### config.mk
export PLATFORM = sky130hd
export DESIGN_NAME = ceni_ctl_endpoint
export DESIGN_NICKNAME = d
export VERILOG_FILES = /design/src/ceni_pkg.sv /design/src/ceni_ctl_endpoint.sv /design/src/ceni_nak_flag.sv
export VERILOG_INCLUDE_DIRS = /design/src
export SDC_FILE = /design/constraint.sdc
export NUM_CORES = 1
export LEC_CHECK = 0
export ABC_AREA = 1
export CAP_MARGIN = 40
export CORE_MARGIN = 1
export CORE_UTILIZATION = 55
export DETAILED_ROUTE_END_ITERATION = 8
export DONT_BUFFER_PORTS = 1
export GPL_TIMING_DRIVEN = 0
export PLACE_DENSITY = 0.83
export SYNTH_ARGS = -nofsm -noshare
export SYNTH_HDL_FRONTEND = slang
export SYNTH_SLANG_ARGS = --single-unit
### constraint.sdc
create_clock -name clock -period 1.65 [get_ports clock]
set_clock_uncertainty 0.2 [all_clocks]
set_input_delay 0.33 -clock clock [delete_from_list [all_inputs] [get_ports clock]]
set_output_delay 0.33 -clock clock [all_outputs]
set_load 0.01 [all_outputs]
### src/ceni_map.svh
// Register indices, field positions and reset values of the control endpoint block.
`ifndef CENI_MAP_SVH
`define CENI_MAP_SVH

// ==========================================================================
// Register indices (byte address is four times the index)
// ==========================================================================
`define CENI_IDX_EVT_REQ 16'h7FAB
`define CENI_IDX_EVT_EN 16'h7FAE
`define CENI_IDX_NAK_REQ 16'h7FB0
`define CENI_IDX_NAK_EN 16'h7FB1
`define CENI_IDX_CTL_CS 16'h7FB4
`define CENI_IDX_IN_CNT 16'h7FB5
`define CENI_IDX_OUT_CNT 16'h7FC5
`define CENI_IDX_SETUP_PTR 16'h7FD4

// ==========================================================================
// Field positions
// ==========================================================================
`define CENI_EVT_NAK_BIT 5
`define CENI_CS_OUT_BUSY_BIT 3
`define CENI_CS_IN_BUSY_BIT 2
`define CENI_CS_HOLD_BIT 1
`define CENI_CS_HALT_BIT 0
`define CENI_NAK_EPS 7
`define CENI_CNT_W 7

// ==========================================================================
// Reset values
// ==========================================================================
`define CENI_OUT_BUSY_RST 1'b1
`define CENI_CNT_RST 7'h00
`define CENI_NAK_EN_RST 7'h00
`define CENI_PTR_RST 16'h0000

`endif

### src/ceni_pkg.sv
// Types shared by the control endpoint block and its users.
package ceni_pkg;

   // =======================================================================
   // Token kinds from the serial interface engine and handshake answers
   // =======================================================================
   typedef enum logic [1:0] {CENI_TOK_OUT, CENI_TOK_IN, CENI_TOK_SETUP, CENI_TOK_NONE} ceni_tok_t;
   typedef enum logic [1:0] {CENI_HS_ACK, CENI_HS_NAK, CENI_HS_STALL, CENI_HS_DATA} ceni_hs_t;

endpackage : ceni_pkg

### src/ceni_ctl_endpoint.sv
// Control endpoint arming, status-phase hold, halt and IN-NAK event flags.
//
// Register access over Avalon-MM is this design's own decision.
`timescale 1ns/1ps
`default_nettype none
`include "ceni_map.svh"

module ceni_ctl_endpoint
   import ceni_pkg::*;
(
   input wire logic clock,
   input wire logic rst_n,
   input wire logic ce,
   input wire logic [17:0] avs_address,
   input wire logic avs_read,
   input wire logic avs_write,
   input wire logic [3:0] avs_byteenable,
   input wire logic [31:0] avs_writedata,
   output logic [31:0] avs_readdata,
   output logic avs_waitrequest,
   input wire logic tokValid,
   input wire ceni_tok_t tokKind,
   input wire logic [2:0] tokEp,
   input wire logic tokStatus,
   input wire logic [7:1] inArmed,
   input wire logic ctlInDone,
   input wire logic ctlOutDone,
   output logic hsValid,
   output var ceni_hs_t hsCode,
   output logic [6:0] inCount,
   output logic [6:0] outCount,
   output logic [15:0] setupPtr,
   output logic irq
);
   // =======================================================================
   // Bus slave
   // =======================================================================
   logic busAck_r;
   logic [31:0] readData_r;
   logic [31:0] readMux;
   wire [15:0] wordIdx = avs_address[17:2];
   wire reqActive = avs_read | avs_write;
   wire selEvtReq = (wordIdx == `CENI_IDX_EVT_REQ);
   wire selEvtEn = (wordIdx == `CENI_IDX_EVT_EN);
   wire selNakReq = (wordIdx == `CENI_IDX_NAK_REQ);
   wire selNakEn = (wordIdx == `CENI_IDX_NAK_EN);
   wire selCs = (wordIdx == `CENI_IDX_CTL_CS);
   wire selInCnt = (wordIdx == `CENI_IDX_IN_CNT);
   wire selOutCnt = (wordIdx == `CENI_IDX_OUT_CNT);
   wire selPtr = (wordIdx == `CENI_IDX_SETUP_PTR);
   // A write lands on the edge where waitrequest is seen low.
   wire wrCommit = avs_write & busAck_r;
   wire wrLow = wrCommit & avs_byteenable[0];
   wire wrHigh = wrCommit & avs_byteenable[1];

   assign avs_waitrequest = reqActive & ~busAck_r;
   assign avs_readdata = readData_r;

   always_ff @(posedge clock or negedge rst_n) begin
      if (!rst_n) begin
         busAck_r <= 1'b0;
         readData_r <= 32'h00000000;
      end else if (ce) begin
         busAck_r <= reqActive & ~busAck_r;
         if (avs_read && !busAck_r) begin
            readData_r <= readMux;
         end
      end
   end

   // =======================================================================
   // Token decode
   // =======================================================================
   wire tokHere = tokValid & ce;
   wire isSetup = tokHere & (tokKind == CENI_TOK_SETUP);
   wire isCtl = tokHere & (tokEp == 3'h0) & (tokKind != CENI_TOK_SETUP) &
      (tokKind != CENI_TOK_NONE);
   wire isCtlIn = isCtl & (tokKind == CENI_TOK_IN);
   wire isCtlOut = isCtl & (tokKind == CENI_TOK_OUT);
   wire isBulkIn = tokHere & (tokKind == CENI_TOK_IN) & (tokEp != 3'h0);

   // =======================================================================
   // Control endpoint state
   // =======================================================================
   logic outBusy_r;
   logic inBusy_r;
   logic halt_r;
   logic holdFlag;
   logic [6:0] inCount_r;
   logic [6:0] outCount_r;
   logic [15:0] setupPtr_r;

   wire wrOutCnt = wrLow & selOutCnt;
   wire wrInCnt = wrLow & selInCnt;
   wire wrPtr = (wrLow | wrHigh) & selPtr;
   wire wrCs = wrLow & selCs;
   wire ctlDataNak = (isCtlIn & ~tokStatus & ~halt_r & ~inBusy_r);

   // A new SETUP aborts whatever the firmware was arming, so it wins over
   // a bus write landing in the same cycle.
   wire outBusy_nxt = isSetup ? 1'b0 :
      (wrOutCnt ? 1'b1 :
      (ctlOutDone ? 1'b0 : outBusy_r));
   wire inBusy_nxt = isSetup ? 1'b0 :
      ((wrInCnt | wrPtr) ? 1'b1 :
      (ctlInDone ? 1'b0 : inBusy_r));
   wire halt_nxt = isSetup ? 1'b0 :
      ((wrCs & avs_writedata[`CENI_CS_HALT_BIT]) ? 1'b1 : halt_r);

   // The hold bit behaves like any sticky event flag: SETUP sets, a one clears.
   ceni_nak_flag holdCell (
      .clock(clock),
      .rst_n(rst_n),
      .ce(ce),
      .setEvent(isSetup),
      .clearWrite(wrCs & avs_writedata[`CENI_CS_HOLD_BIT]),
      .flag(holdFlag)
   );

   always_ff @(posedge clock or negedge rst_n) begin
      if (!rst_n) begin
         outBusy_r <= `CENI_OUT_BUSY_RST;
         inBusy_r <= 1'b0;
         halt_r <= 1'b0;
      end else if (ce) begin
         outBusy_r <= outBusy_nxt;
         inBusy_r <= inBusy_nxt;
         halt_r <= halt_nxt;
      end
   end

   always_ff @(posedge clock or negedge rst_n) begin
      if (!rst_n) begin
         inCount_r <= `CENI_CNT_RST;
         outCount_r <= `CENI_CNT_RST;
         setupPtr_r <= `CENI_PTR_RST;
      end else if (ce) begin
         if (wrInCnt) begin
            inCount_r <= avs_writedata[6:0];
         end
         if (wrOutCnt) begin
            outCount_r <= avs_writedata[6:0];
         end
         if (wrLow && selPtr) begin
            setupPtr_r[7:0] <= avs_writedata[7:0];
         end
         if (wrHigh && selPtr) begin
            setupPtr_r[15:8] <= avs_writedata[15:8];
         end
      end
   end

   assign inCount = inCount_r;
   assign outCount = outCount_r;
   assign setupPtr = setupPtr_r;

   // =======================================================================
   // Handshake answer
   // =======================================================================
   logic hsValid_r;
   ceni_hs_t hsCode_r;
   ceni_hs_t hsCode_nxt;
   // Endpoint zero has no bulk arming input; a zero there keeps the index in range.
   wire [7:0] armedAll = {inArmed, 1'b0};
   wire bulkArmed = armedAll[tokEp];
   wire bulkNak = isBulkIn & ~bulkArmed;

   // Halt outranks the hold bit: otherwise a halted endpoint with hold set would still
   // NAK the status stage and the host would retry forever.
   always_comb begin
      hsCode_nxt = CENI_HS_NAK;
      if (isSetup) begin
         hsCode_nxt = CENI_HS_ACK;
      end else if (isCtl && halt_r) begin
         hsCode_nxt = CENI_HS_STALL;
      end else if (isCtl && tokStatus) begin
         hsCode_nxt = holdFlag ? CENI_HS_NAK : CENI_HS_ACK;
      end else if (isCtlIn) begin
         hsCode_nxt = inBusy_r ? CENI_HS_DATA : CENI_HS_NAK;
      end else if (isCtlOut) begin
         hsCode_nxt = outBusy_r ? CENI_HS_ACK : CENI_HS_NAK;
      end else if (isBulkIn) begin
         hsCode_nxt = bulkArmed ? CENI_HS_DATA : CENI_HS_NAK;
      end
   end

   always_ff @(posedge clock or negedge rst_n) begin
      if (!rst_n) begin
         hsValid_r <= 1'b0;
         hsCode_r <= CENI_HS_ACK;
      end else if (ce) begin
         hsValid_r <= isSetup | isCtl | isBulkIn;
         hsCode_r <= hsCode_nxt;
      end
   end

   assign hsValid = hsValid_r;
   assign hsCode = hsCode_r;

   // =======================================================================
   // IN-NAK event flags and interrupt
   // =======================================================================
   logic [6:0] nakFlags;
   logic [6:0] enableMask_r;
   logic summaryEnable_r;
   logic summaryFlag;
   logic [6:0] nakEvent;

   genvar ep;
   generate
      for (ep = 0; ep < `CENI_NAK_EPS; ep = ep + 1) begin : gNak
         // Endpoint zero counts as unarmed while its IN data phase is idle.
         if (ep == 0) begin : gCtl
            assign nakEvent[ep] = ctlDataNak;
         end else begin : gBulk
            assign nakEvent[ep] = isBulkIn & (tokEp == 3'(ep)) & ~inArmed[ep];
         end
         ceni_nak_flag flagCell (
            .clock(clock),
            .rst_n(rst_n),
            .ce(ce),
            .setEvent(nakEvent[ep]),
            .clearWrite(wrLow & selNakReq & avs_writedata[ep]),
            .flag(nakFlags[ep])
         );
      end
   endgenerate

   ceni_nak_flag summaryCell (
      .clock(clock),
      .rst_n(rst_n),
      .ce(ce),
      .setEvent(|nakEvent | bulkNak),
      .clearWrite(wrLow & selEvtReq & avs_writedata[`CENI_EVT_NAK_BIT]),
      .flag(summaryFlag)
   );

   always_ff @(posedge clock or negedge rst_n) begin
      if (!rst_n) begin
         enableMask_r <= `CENI_NAK_EN_RST;
         summaryEnable_r <= 1'b0;
      end else if (ce) begin
         if (wrLow && selNakEn) begin
            enableMask_r <= avs_writedata[6:0];
         end
         if (wrLow && selEvtEn) begin
            summaryEnable_r <= avs_writedata[`CENI_EVT_NAK_BIT];
         end
      end
   end

   // Flags are kept whatever the enables say; only the request is gated.
   assign irq = summaryEnable_r & |(nakFlags & enableMask_r);
   // Only a new event or an enable write may raise the request.
   wire irqCause = |nakEvent | (wrLow & (selNakEn | selEvtEn));

   // =======================================================================
   // Read multiplexer
   // =======================================================================
   wire [7:0] csView = {4'h0, outBusy_r, inBusy_r, holdFlag, halt_r};
   wire [7:0] evtReqView = {2'h0, summaryFlag, 5'h00};
   wire [7:0] evtEnView = {2'h0, summaryEnable_r, 5'h00};

   always_comb begin
      readMux = 32'h00000000;
      if (selEvtReq) begin
         readMux = {24'h000000, evtReqView};
      end else if (selEvtEn) begin
         readMux = {24'h000000, evtEnView};
      end else if (selNakReq) begin
         readMux = {25'h0, nakFlags};
      end else if (selNakEn) begin
         readMux = {25'h0, enableMask_r};
      end else if (selCs) begin
         readMux = {24'h000000, csView};
      end else if (selInCnt) begin
         readMux = {25'h0, inCount_r};
      end else if (selOutCnt) begin
         readMux = {25'h0, outCount_r};
      end else if (selPtr) begin
         readMux = {16'h0000, setupPtr_r};
      end
   end
endmodule : ceni_ctl_endpoint

`default_nettype wire

### src/ceni_nak_flag.sv
// Sticky flag that hardware sets and software clears by writing one.
`timescale 1ns/1ps
`default_nettype none

module ceni_nak_flag (
   input wire logic clock,
   input wire logic rst_n,
   input wire logic ce,
   input wire logic setEvent,
   input wire logic clearWrite,
   output logic flag
);
   logic flag_r;
   logic flag_nxt;

   // An event in the same cycle as a clear must not be lost, so set wins.
   assign flag_nxt = setEvent ? 1'b1 : (clearWrite ? 1'b0 : flag_r);
   assign flag = flag_r;

   always_ff @(posedge clock or negedge rst_n) begin
      if (!rst_n) begin
         flag_r <= 1'b0;
      end else if (ce) begin
         flag_r <= flag_nxt;
      end
   end

endmodule : ceni_nak_flag

`default_nettype wire

==> out/qor.yml, run 1 <==
status: "finished with violations"
violations: "negative hold slack, negative setup slack"
crit_family: "compound AO/OA/AOI/OAI gates"
clock-root-buffer: "clkbuf_8"
drtIter0Drc: 330
start_kind: "flop"
groute.usage.overall: 0.316
hp-class: "in -> async"
clkLatencyLatePin_ns: 0.36
finalHoldViolCount: 71
die_area_um2: 7240
holdWs_ns: -0.544
pwr_density_cell_nw_per_um2: 791
wire_per_inst_um: 18.1
arrival_ns: 1.34
gr-total-overflow: 0
tightest_slew_ns: 0.610
timing.rr.end: "gNak[4].flagCell.flag"
synthArstFlopShare: 1.00
fillers: 476
p_leak_nw: 2.33
ant_nets: 0
max_stage_delay_ns: 0.39
multi_input_area_um2: 1860
slew_violations: 0
drcViolationCount: 0
cts.clk_slew.worst_paths_ns: 0.08
yosysWarnings: 0
viasPerCell: 5.96
htreeDepth: 3
synth_edf_count: 0
dp_slack_ns: -0.446
power_w: 0.00370
cp_cell_sequence: "inv_1, o22ai_2, a221oi_2, a21oi_2"
antenna_found_initial: 0
grt_pass1_wl_um: 17300
rsz0062_at_grt: "yes"
reg2reg_setup_slack_ns: 0.04
antennaDiodeCount: 0
setup_ws_ns: -0.217
rr_worst_depth: 6
final.period_utilization: 1.13
ys_types: 38
ys.flop_type: "dfrtp_1"
cts_max_path_buffers: 2
die_h_um: 85.1
synth_area_leaders: "dfrtp_1, nand2_1, nand3_1"
utilization: 0.721
num_vias: 3639
syn_inst: 462
dr.pass1.iters: 5
core_um2: 6490
cts-hold-fix-buffers: 27
rr_startpoint: "busAck_r"
finalSetupViolations: 1
ys_seq_area_frac: 0.462
syn2layout_area_growth_pct: 23.3
slew_headroom: 0.593
drt_wl_total_um: 11100
worstPathRequired_ns: 1.12
fmaxAchievable_ghz: 0.536
endpoint_kind: "primary output"
path_class: "reg -> out"
cts_tree: "built"
ir_worst_vdd_uv: 545
numCtsBuffers: 9
ys_ff_latch: 70
grt_max_degree: 71
worst-path-max-fanout: 2
die_w_um: 85.1
yosys.area.top_type: "dfrtp_1"
syn_area_um2: 3790
synth.top_cell.area_share: 0.455
regArea_um2: 1750
critPathBufInv: 1
layout.nets: 604
drive_gt1_frac: 0.219
finalCriticalPeriod_ns: 1.87
cts_sinks: 70
rows: 29
post-dp-hpwl_um: 7610
start_util: 0.584
gp_congestion: 0.905
grt_pass1_vias: 3484
slowest_stage: "dfrtp_1"
portBuffers: 0
drv_cap: 0
num_io_pins: 142
syn_avg_cell_area_um2: 8.21
[logic make-up after synthesis]
logic type	synth area share
compound gates	0.0900
buf+inv	0.0936
flops	0.462
mux	0.0465
other cells	0.000988
simple gates	0.307
[metal layers]
metal  GRT usage  routed length (um)  vias up
met5           0                   0        -
met4       0.140                 331        0
met3      0.0807                1250       35
met2       0.500                5380      211
met1       0.412                4090     1736
li1            -                   -     1657
[placed cells by master, fill, tap and decap left out, types with 3 or more instances in the layout]
cell	count
a21oi_1	5
a21oi_2	3
and3_1	3
buf_2	4
buf_4	33
clkbuf_8	9
conb_1	16
dfrtp_1	68
dlygate4sd3_1	27
inv_1	37
inv_2	9
mux2_4	11
nand2_1	124
nand2_2	8
nand3_1	42
nand3_2	3
nand3_4	3
nand4_1	18
nor2_1	15
nor2_2	3
nor2_4	7
nor3_1	6
nor3_2	3
nor4_1	3
o211ai_1	5
o21ai_0	30
o21ai_1	5
o22ai_1	3
[report_power, final]
part           switching (W)  internal [W]
Combinational       0.000186      0.000132
Clock               0.000743      0.000871
Sequential         0.0000286       0.00174
Total               0.000958       0.00274
[sequential cells by signal (all words and copies together) (netlist names)]
register,flops
avs_readdata,16
busAck_r,1
enableMask_r,7
gNak.flagCell.flag,7
halt_r,1
holdCell.flag,1
hsCode,2
hsValid,1
inBusy_r,1
inCount,7
outBusy_r,1
outCount,7
setupPtr,16
summaryCell.flag,1
summaryEnable_r,1
[layout make-up]
cell class	instances	area share
Buffer	26	0.0374
Inverter	49	0.0417
Sequential cell	70	0.375
Multi-Input combinational cell	332	0.397
Timing Repair Buffer	41	0.0802
Clock buffer	9	0.0265
Tap cell	77	0.0206
Clock inverter	7	0.0222
[how the worst max path moves through the flow]
stage	from	endpoint	slack, ns	cells past startpoint
2_1_floorplan	avs_address[16]	enableMask_r[2]	-0.07	7
3_3_place_gp	ce	summaryCell.flag	-0.45	7
3_5_place_dp	busAck_r	summaryCell.flag	-0.45	5
4_1_cts	enableMask_r[1]	irq	-0.16	4
5_1_grt	enableMask_r[0]	irq	-0.24	4
6_report	enableMask_r[0]	irq	-0.22	4
[timing repair]
| action | 4_1_cts | 5_1_grt |
|---|---|---|
| gates resized for setup | 17 | 16 |
| endpoints found under the setup margin | 55 | 41 |
| pin swaps | 4 | 5 |
| hold endpoints to repair | 108 | 70 |
| buffers inserted | 4 | 10 |
[cell usage after synthesis, types with 2 or more instances]
cell type and n:
buf_4 18, and3_1 3, nor3_1 9, o41ai_1 2
nand2_2 4, o21ai_1 3, nand4_2 3, dfrtp_1 69
clkbuf_1 3, nand3_1 46, inv_1 46, inv_2 2
a21oi_1 8, mux2_4 11, a21o_1 2, nand2_1 128
nor4_1 4, nor2_1 17, nor2_2 3, o21ai_0 32
buf_2 4, o211ai_1 5, nand4_1 18, o22ai_1 4
nor2_4 5
[per-stage QoR]
step | std cells | setup TNS (ns) | area (um^2) | hold WS [ns]
after floorplan | 477 | -0.397 | 3880 | -0.166
after global placement | 554 | -13.64 | 3980 | -0.163
after detailed placement | 554 | -14.80 | 3980 | -0.163
after CTS | 601 | -0.163 | 4560 | -0.561
after global routing | 611 | -0.364 | 4680 | -0.566
final | 611 | -0.217 | 4680 | -0.544
Note: power is estimated with default switching activity, not from simulation.
==> run 2: changes to the inputs <==
Settings changed: ABC_AREA 1 to unset.
==> run 2 against run 1 <==
Net effect: the flow still finishes with violations (negative hold slack, negative setup slack); fmax down 5.8%; first-iteration DRC count is 9.1% higher; highest routed layer unchanged; critical path depth is 2 lower; global-route usage decreased by 0.46 points; sequential power is essentially flat; critical endpoint unchanged; final cell count decreased by 18%; via count down 5.3%; critical path type unchanged; clock power hardly changed; synthesized cell count is 26% lower; setup slack lost 0.12 ns; wire length is 11% higher; final area rose by 7.3%.
==> out/qor.yml, run 2 <==
synthTopCellsByCount: "dfrtp_1, mux2_2, nand2_1"
drtIter0Drc: 360
clkLatencyLatePin_ns: 0.37
num_vias: 3447
arrival_ns: 1.45
dpl_cell_area_um2: 4080
rows: 29
drt_wl_total_um: 12300
layout_commonest_cell: "dfrtp_1"
antenna_found_initial: 0
timing.rr.end: "avs_readdata[2]"
start_util: 0.583
violations: "negative hold slack, negative setup slack"
gr-total-overflow: 0
fillers: 374
rsz0062_at_grt: "yes"
slew_violations: 0
dr.pass1.iters: 5
synth_area_leaders: "dfrtp_1, mux2_2, a22o_1"
grt_pass1_wl_um: 17000
core_um2: 6530
reg2reg_setup_slack_ns: -0.29
cts.clk_slew.worst_paths_ns: 0.08
ys.flop_type: "dfrtp_1"
portBuffers: 0
drcViolationCount: 0
layout.nets: 493
clock-root-buffer: "clkbuf_8"
p_leak_nw: 2.33
synth.top_cell.area_share: 0.454
yosys.area.top_type: "dfrtp_1"
worstPathRequired_ns: 1.12
numCtsBuffers: 9
syn_area_um2: 3810
syn_avg_cell_area_um2: 11.1
tightest_slew_ns: 0.961
ys_types: 64
groute.usage.overall: 0.311
design_area_um2: 5020
die_area_um2: 7260
finalHoldViolCount: 70
setup_ws_ns: -0.333
drv_cap: 0
synth_edf_count: 0
ys_seq_area_frac: 0.461
holdWs_ns: -0.549
critPathCapture: "irq"
cp-startpoint: "gNak[6].flagCell.flag"
worst-path-max-fanout: 2
ir_worst_vdd_uv: 769
post-dp-hpwl_um: 7000
htreeDepth: 3
utilization: 0.769
synthArstFlopShare: 1.00
pwr_density_cell_nw_per_um2: 776
cts_tree: "built"
rr_startpoint: "busAck_r"
synth_most_common_cell: "dfrtp_1"
grt_pass1_vias: 3332
antennaDiodeCount: 0
grt_max_degree: 71
drive_gt1_frac: 0.371
finalSetupViolations: 51
viasPerCell: 6.89
rr_worst_depth: 7
finalCriticalPeriod_ns: 1.98
gp_congestion: 0.931
layout_common_cells: "dfrtp_1, buf_4, mux2_2"
final.period_utilization: 1.20
power_w: 0.00390
ant_nets: 0
die_h_um: 85.2
dp.cells: 436
fin_cells: 500
ys_ff_latch: 70
slew_headroom: 0.358
die_w_um: 85.2
start_kind: "flop"
endpoint_kind: "primary output"
syn_inst: 344
fmaxAchievable_ghz: 0.504
cts_sinks: 70
cts_max_path_buffers: 2
wire_per_inst_um: 24.6
yosysWarnings: 0
num_io_pins: 142
syn2layout_area_growth_pct: 31.9
hp-class: "in -> async"
cts-hold-fix-buffers: 21
status: "finished with violations"
path_class: "reg -> out"
-- run 2: cell types whose count changed after synthesis, sizes merged, moves of 8 or more --
cell,before,now
a22o,0,22
mux2,12,40
nand3,48,9
nor2,25,11
nand2b,0,8
inv,48,6
nand4,21,7
nand2,132,27
o21ai,35,14
-- run 2: cell families (layout without fill, tap and decap cells) --
logic type	count (synthesis)	after routing	synth area share
AO/OA/AOI/OAI	80	80	0.156
AND/OR/NAND/NOR	113	114	0.200
buffers and inverters	38	101	0.0588
flip-flops	70	70	0.461
multiplexers	42	42	0.124
other	1	16	0.000985
-- run 2: layout make-up --
type	count	area, um^2	share of cell area
inverters	6	22.5	0.00449
multi-input cells	252	2170	0.432
well taps	77	96.3	0.0192
clock inverters	6	85.1	0.0169
plain buffers	32	263	0.0523
repair buffers	47	494	0.0984
flip-flops and latches	70	1750	0.349
clock buffers	10	138	0.0274
-- run 2: worst min-delay path by stage --
stage / startpoint / to / slack (ns) / cells past startpoint
5_1_grt: rst_n / setupPtr[14] / -0.56 / 0
6_report: rst_n / avs_readdata[2] / -0.55 / 0
2_1_floorplan: rst_n / avs_readdata[0] / -0.17 / 0
3_5_place_dp: rst_n / hsCode[0] / -0.16 / 0
4_1_cts: rst_n / setupPtr[13] / -0.55 / 0
3_3_place_gp: rst_n / hsCode[0] / -0.16 / 0
-- run 2: stage by stage --
stage / worst slack [ns] / setup TNS [ns]
floorplan: -0.258 / -7.75
CTS: -0.222 / -3.03
global placement: -0.440 / -19.86
finish: -0.333 / -5.55
detailed placement: -0.498 / -22.28
global route: -0.355 / -8.17
-- run 2: what timing repair did --
item,4_1_cts,5_1_grt
pin swaps,19,14
endpoints found under the setup margin,50,57
hold endpoints to repair,117,70
buffers inserted,17,8
cloned,1,2
gates resized for setup,36,25
-- run 2: report_power, final --
group | leakage (nW) | internal [W] | switching [W]
Sequential | 0.948 | 0.00175 | 0.0000452
Combinational | 1.28 | 0.000262 | 0.000255
Clock | 0.108 | 0.000886 | 0.000693
-- run 2: critical path, cell delays in order, from the launching register on --
cell and delay, ns:
dfrtp_1 0.41, a222oi_1 0.44, a31oi_2 0.23
-- run 2: per-layer routing --
metal  track usage  vias up  part of all wire
met5             0        -                 0
met4         0.137        0             0.044
met3         0.122       64              0.12
met2         0.500      278              0.49
met1         0.372     1683              0.35
li1              -     1422                 -
==> run 3: changes to the inputs <==
Settings changed: CORE_UTILIZATION 55 to 40, CTS_BUF_LIST set to sky130_fd_sc_hd__clkbuf_4 sky130_fd_sc_hd__clkbuf_8, MAX_ROUTING_LAYER set to met4, PLACE_DENSITY 0.83 to 0.66.
==> run 3 against run 2 <==
Net effect: the run still ends with negative hold slack, negative setup slack left; setup slack gained 0.096 ns; combinational power fell by 12%; first-iteration DRC count down 41%; sequential share of layout area increased by 0.079 points; power decreased by 3.0%; critical endpoint unchanged; final area down 0.22%; sequential cell count unchanged; critical path type unchanged; worst hold slack improved by 0.015 ns.
==> out/qor.yml, run 3 (same netlist as run 2, synthesis figures left out) <==
drt_wl_total_um: 11000
slew_headroom: 0.546
viasPerCell: 5.64
cp_cell_sequence: "a222oi_1, a31oi_2"
core_um2: 9240
ant_nets: 0
cts.clk_slew.worst_paths_ns: 0.08
max_stage_delay_ns: 0.43
p_leak_nw: 2.31
violations: "negative hold slack, negative setup slack"
gp_congestion: 0.849
num_vias: 3097
die_w_um: 99.5
num_io_pins: 142
cts_tree: "built"
antennaDiodeCount: 0
grt_pass1_vias: 3042
final.period_utilization: 1.14
finalHoldViolCount: 70
grt_pass1_wl_um: 16900
rows: 35
finalSetupViolations: 54
slowest_stage: "dfrtp_1"
design_area_um2: 5010
dpl_cell_area_um2: 4140
path_class: "reg -> out"
fmaxAchievable_ghz: 0.530
grt_max_degree: 71
dr.pass1.iters: 4
setup_ws_ns: -0.237
layout.nets: 490
start_util: 0.412
tightest_slew_ns: 0.680
finalCriticalPeriod_ns: 1.89
drv_cap: 0
cts_sinks: 70
hp-class: "in -> async"
drtIter0Drc: 214
syn2layout_area_growth_pct: 31.6
worst-path-max-fanout: 3
antenna_found_initial: 0
drcViolationCount: 0
wire_per_inst_um: 20.0
endpoint_kind: "primary output"
clock-root-buffer: "clkbuf_8"
die_area_um2: 9910
cts-hold-fix-buffers: 19
htreeDepth: 3
drive_gt1_frac: 0.371
numCtsBuffers: 9
clkLatencyLatePin_ns: 0.35
start_kind: "flop"
pwr_density_cell_nw_per_um2: 755
ir_worst_vdd_uv: 477
layout_common_cells: "dfrtp_1, buf_4, mux2_2"
slew_violations: 0
cp-startpoint: "gNak[6].flagCell.flag"
rr_startpoint: "busAck_r"
critPathBufInv: 0
gr-total-overflow: 0
cts_max_path_buffers: 2
rsz0062_at_grt: "yes"
power_w: 0.00378
worstPathRequired_ns: 1.12
reg2reg_setup_slack_ns: -0.21
regArea_um2: 1750
post-dp-hpwl_um: 7540
holdWs_ns: -0.534
groute.usage.overall: 0.233
multi_input_area_um2: 2170
arrival_ns: 1.36
status: "finished with violations"
fillers: 816
portBuffers: 0
layout_commonest_cell: "dfrtp_1"
die_h_um: 99.5
crit_family: "compound AO/OA/AOI/OAI gates"
run 3: layer usage:
metal / vias to the layer above / global-route usage / wire length [um]
met5: - / - / 0
met4: 0 / 0.0735 / 139
met3: 11 / 0.0703 / 743
met2: 113 / 0.363 / 5380
met1: 1566 / 0.291 / 4720
li1: 1407 / - / -
run 3: worst paths after layout:
check | endpoint | cells past startpoint
max in group asynchronous | outBusy_r | 0
hold / removal | hsCode[1] | 0
hold reg to reg | gNak[0].flagCell.flag | 1
setup reg to reg | outCount[3] | 6
setup / recovery | irq | 2
min in group clock | gNak[6].flagCell.flag | 2
run 3: timing repair:
item | CTS | global route
hold endpoints to repair | 117 | 70
setup endpoints to repair | 52 | 56
buffers inserted | 17 | 10
pin swaps | 22 | 18
cloned | 1 | 0
resized for setup | 40 | 21
run 3: final cells by class:
| cell class | count | share of cell area |
|---|---|---|
| clock buffers | 9 | 0.0247 |
| clock inverters | 7 | 0.0177 |
| repair buffers | 44 | 0.0897 |
| well taps | 129 | 0.0322 |
| flip-flops and latches | 70 | 0.350 |
| multi-input cells | 252 | 0.432 |
| inverters | 6 | 0.00450 |
| plain buffers | 32 | 0.0490 |
run 3: power breakdown:
part           total (W)  leakage (nW)  switching, W  internal, W
logic           0.000454          1.25      0.000226     0.000228
registers        0.00180         0.948     0.0000449      0.00175
clock network    0.00153         0.113      0.000684     0.000843
total            0.00378          2.31      0.000954      0.00283
run 3: stage by stage:
| stage | std cells | setup WS (ns) | hold slack [ns] | TNS, ns | util |
|---|---|---|---|---|---|
| after detailed placement | 488 | -0.523 | -0.163 | -23.81 | 0.448 |
| final | 549 | -0.237 | -0.534 | -6.24 | 0.542 |
| after global placement | 488 | -0.514 | -0.163 | -23.01 | 0.448 |
| after global routing | 549 | -0.300 | -0.558 | -10.10 | 0.542 |
| after floorplan | 359 | -0.258 | -0.166 | -7.75 | - |
| after CTS | 541 | -0.230 | -0.548 | -4.23 | 0.529 |
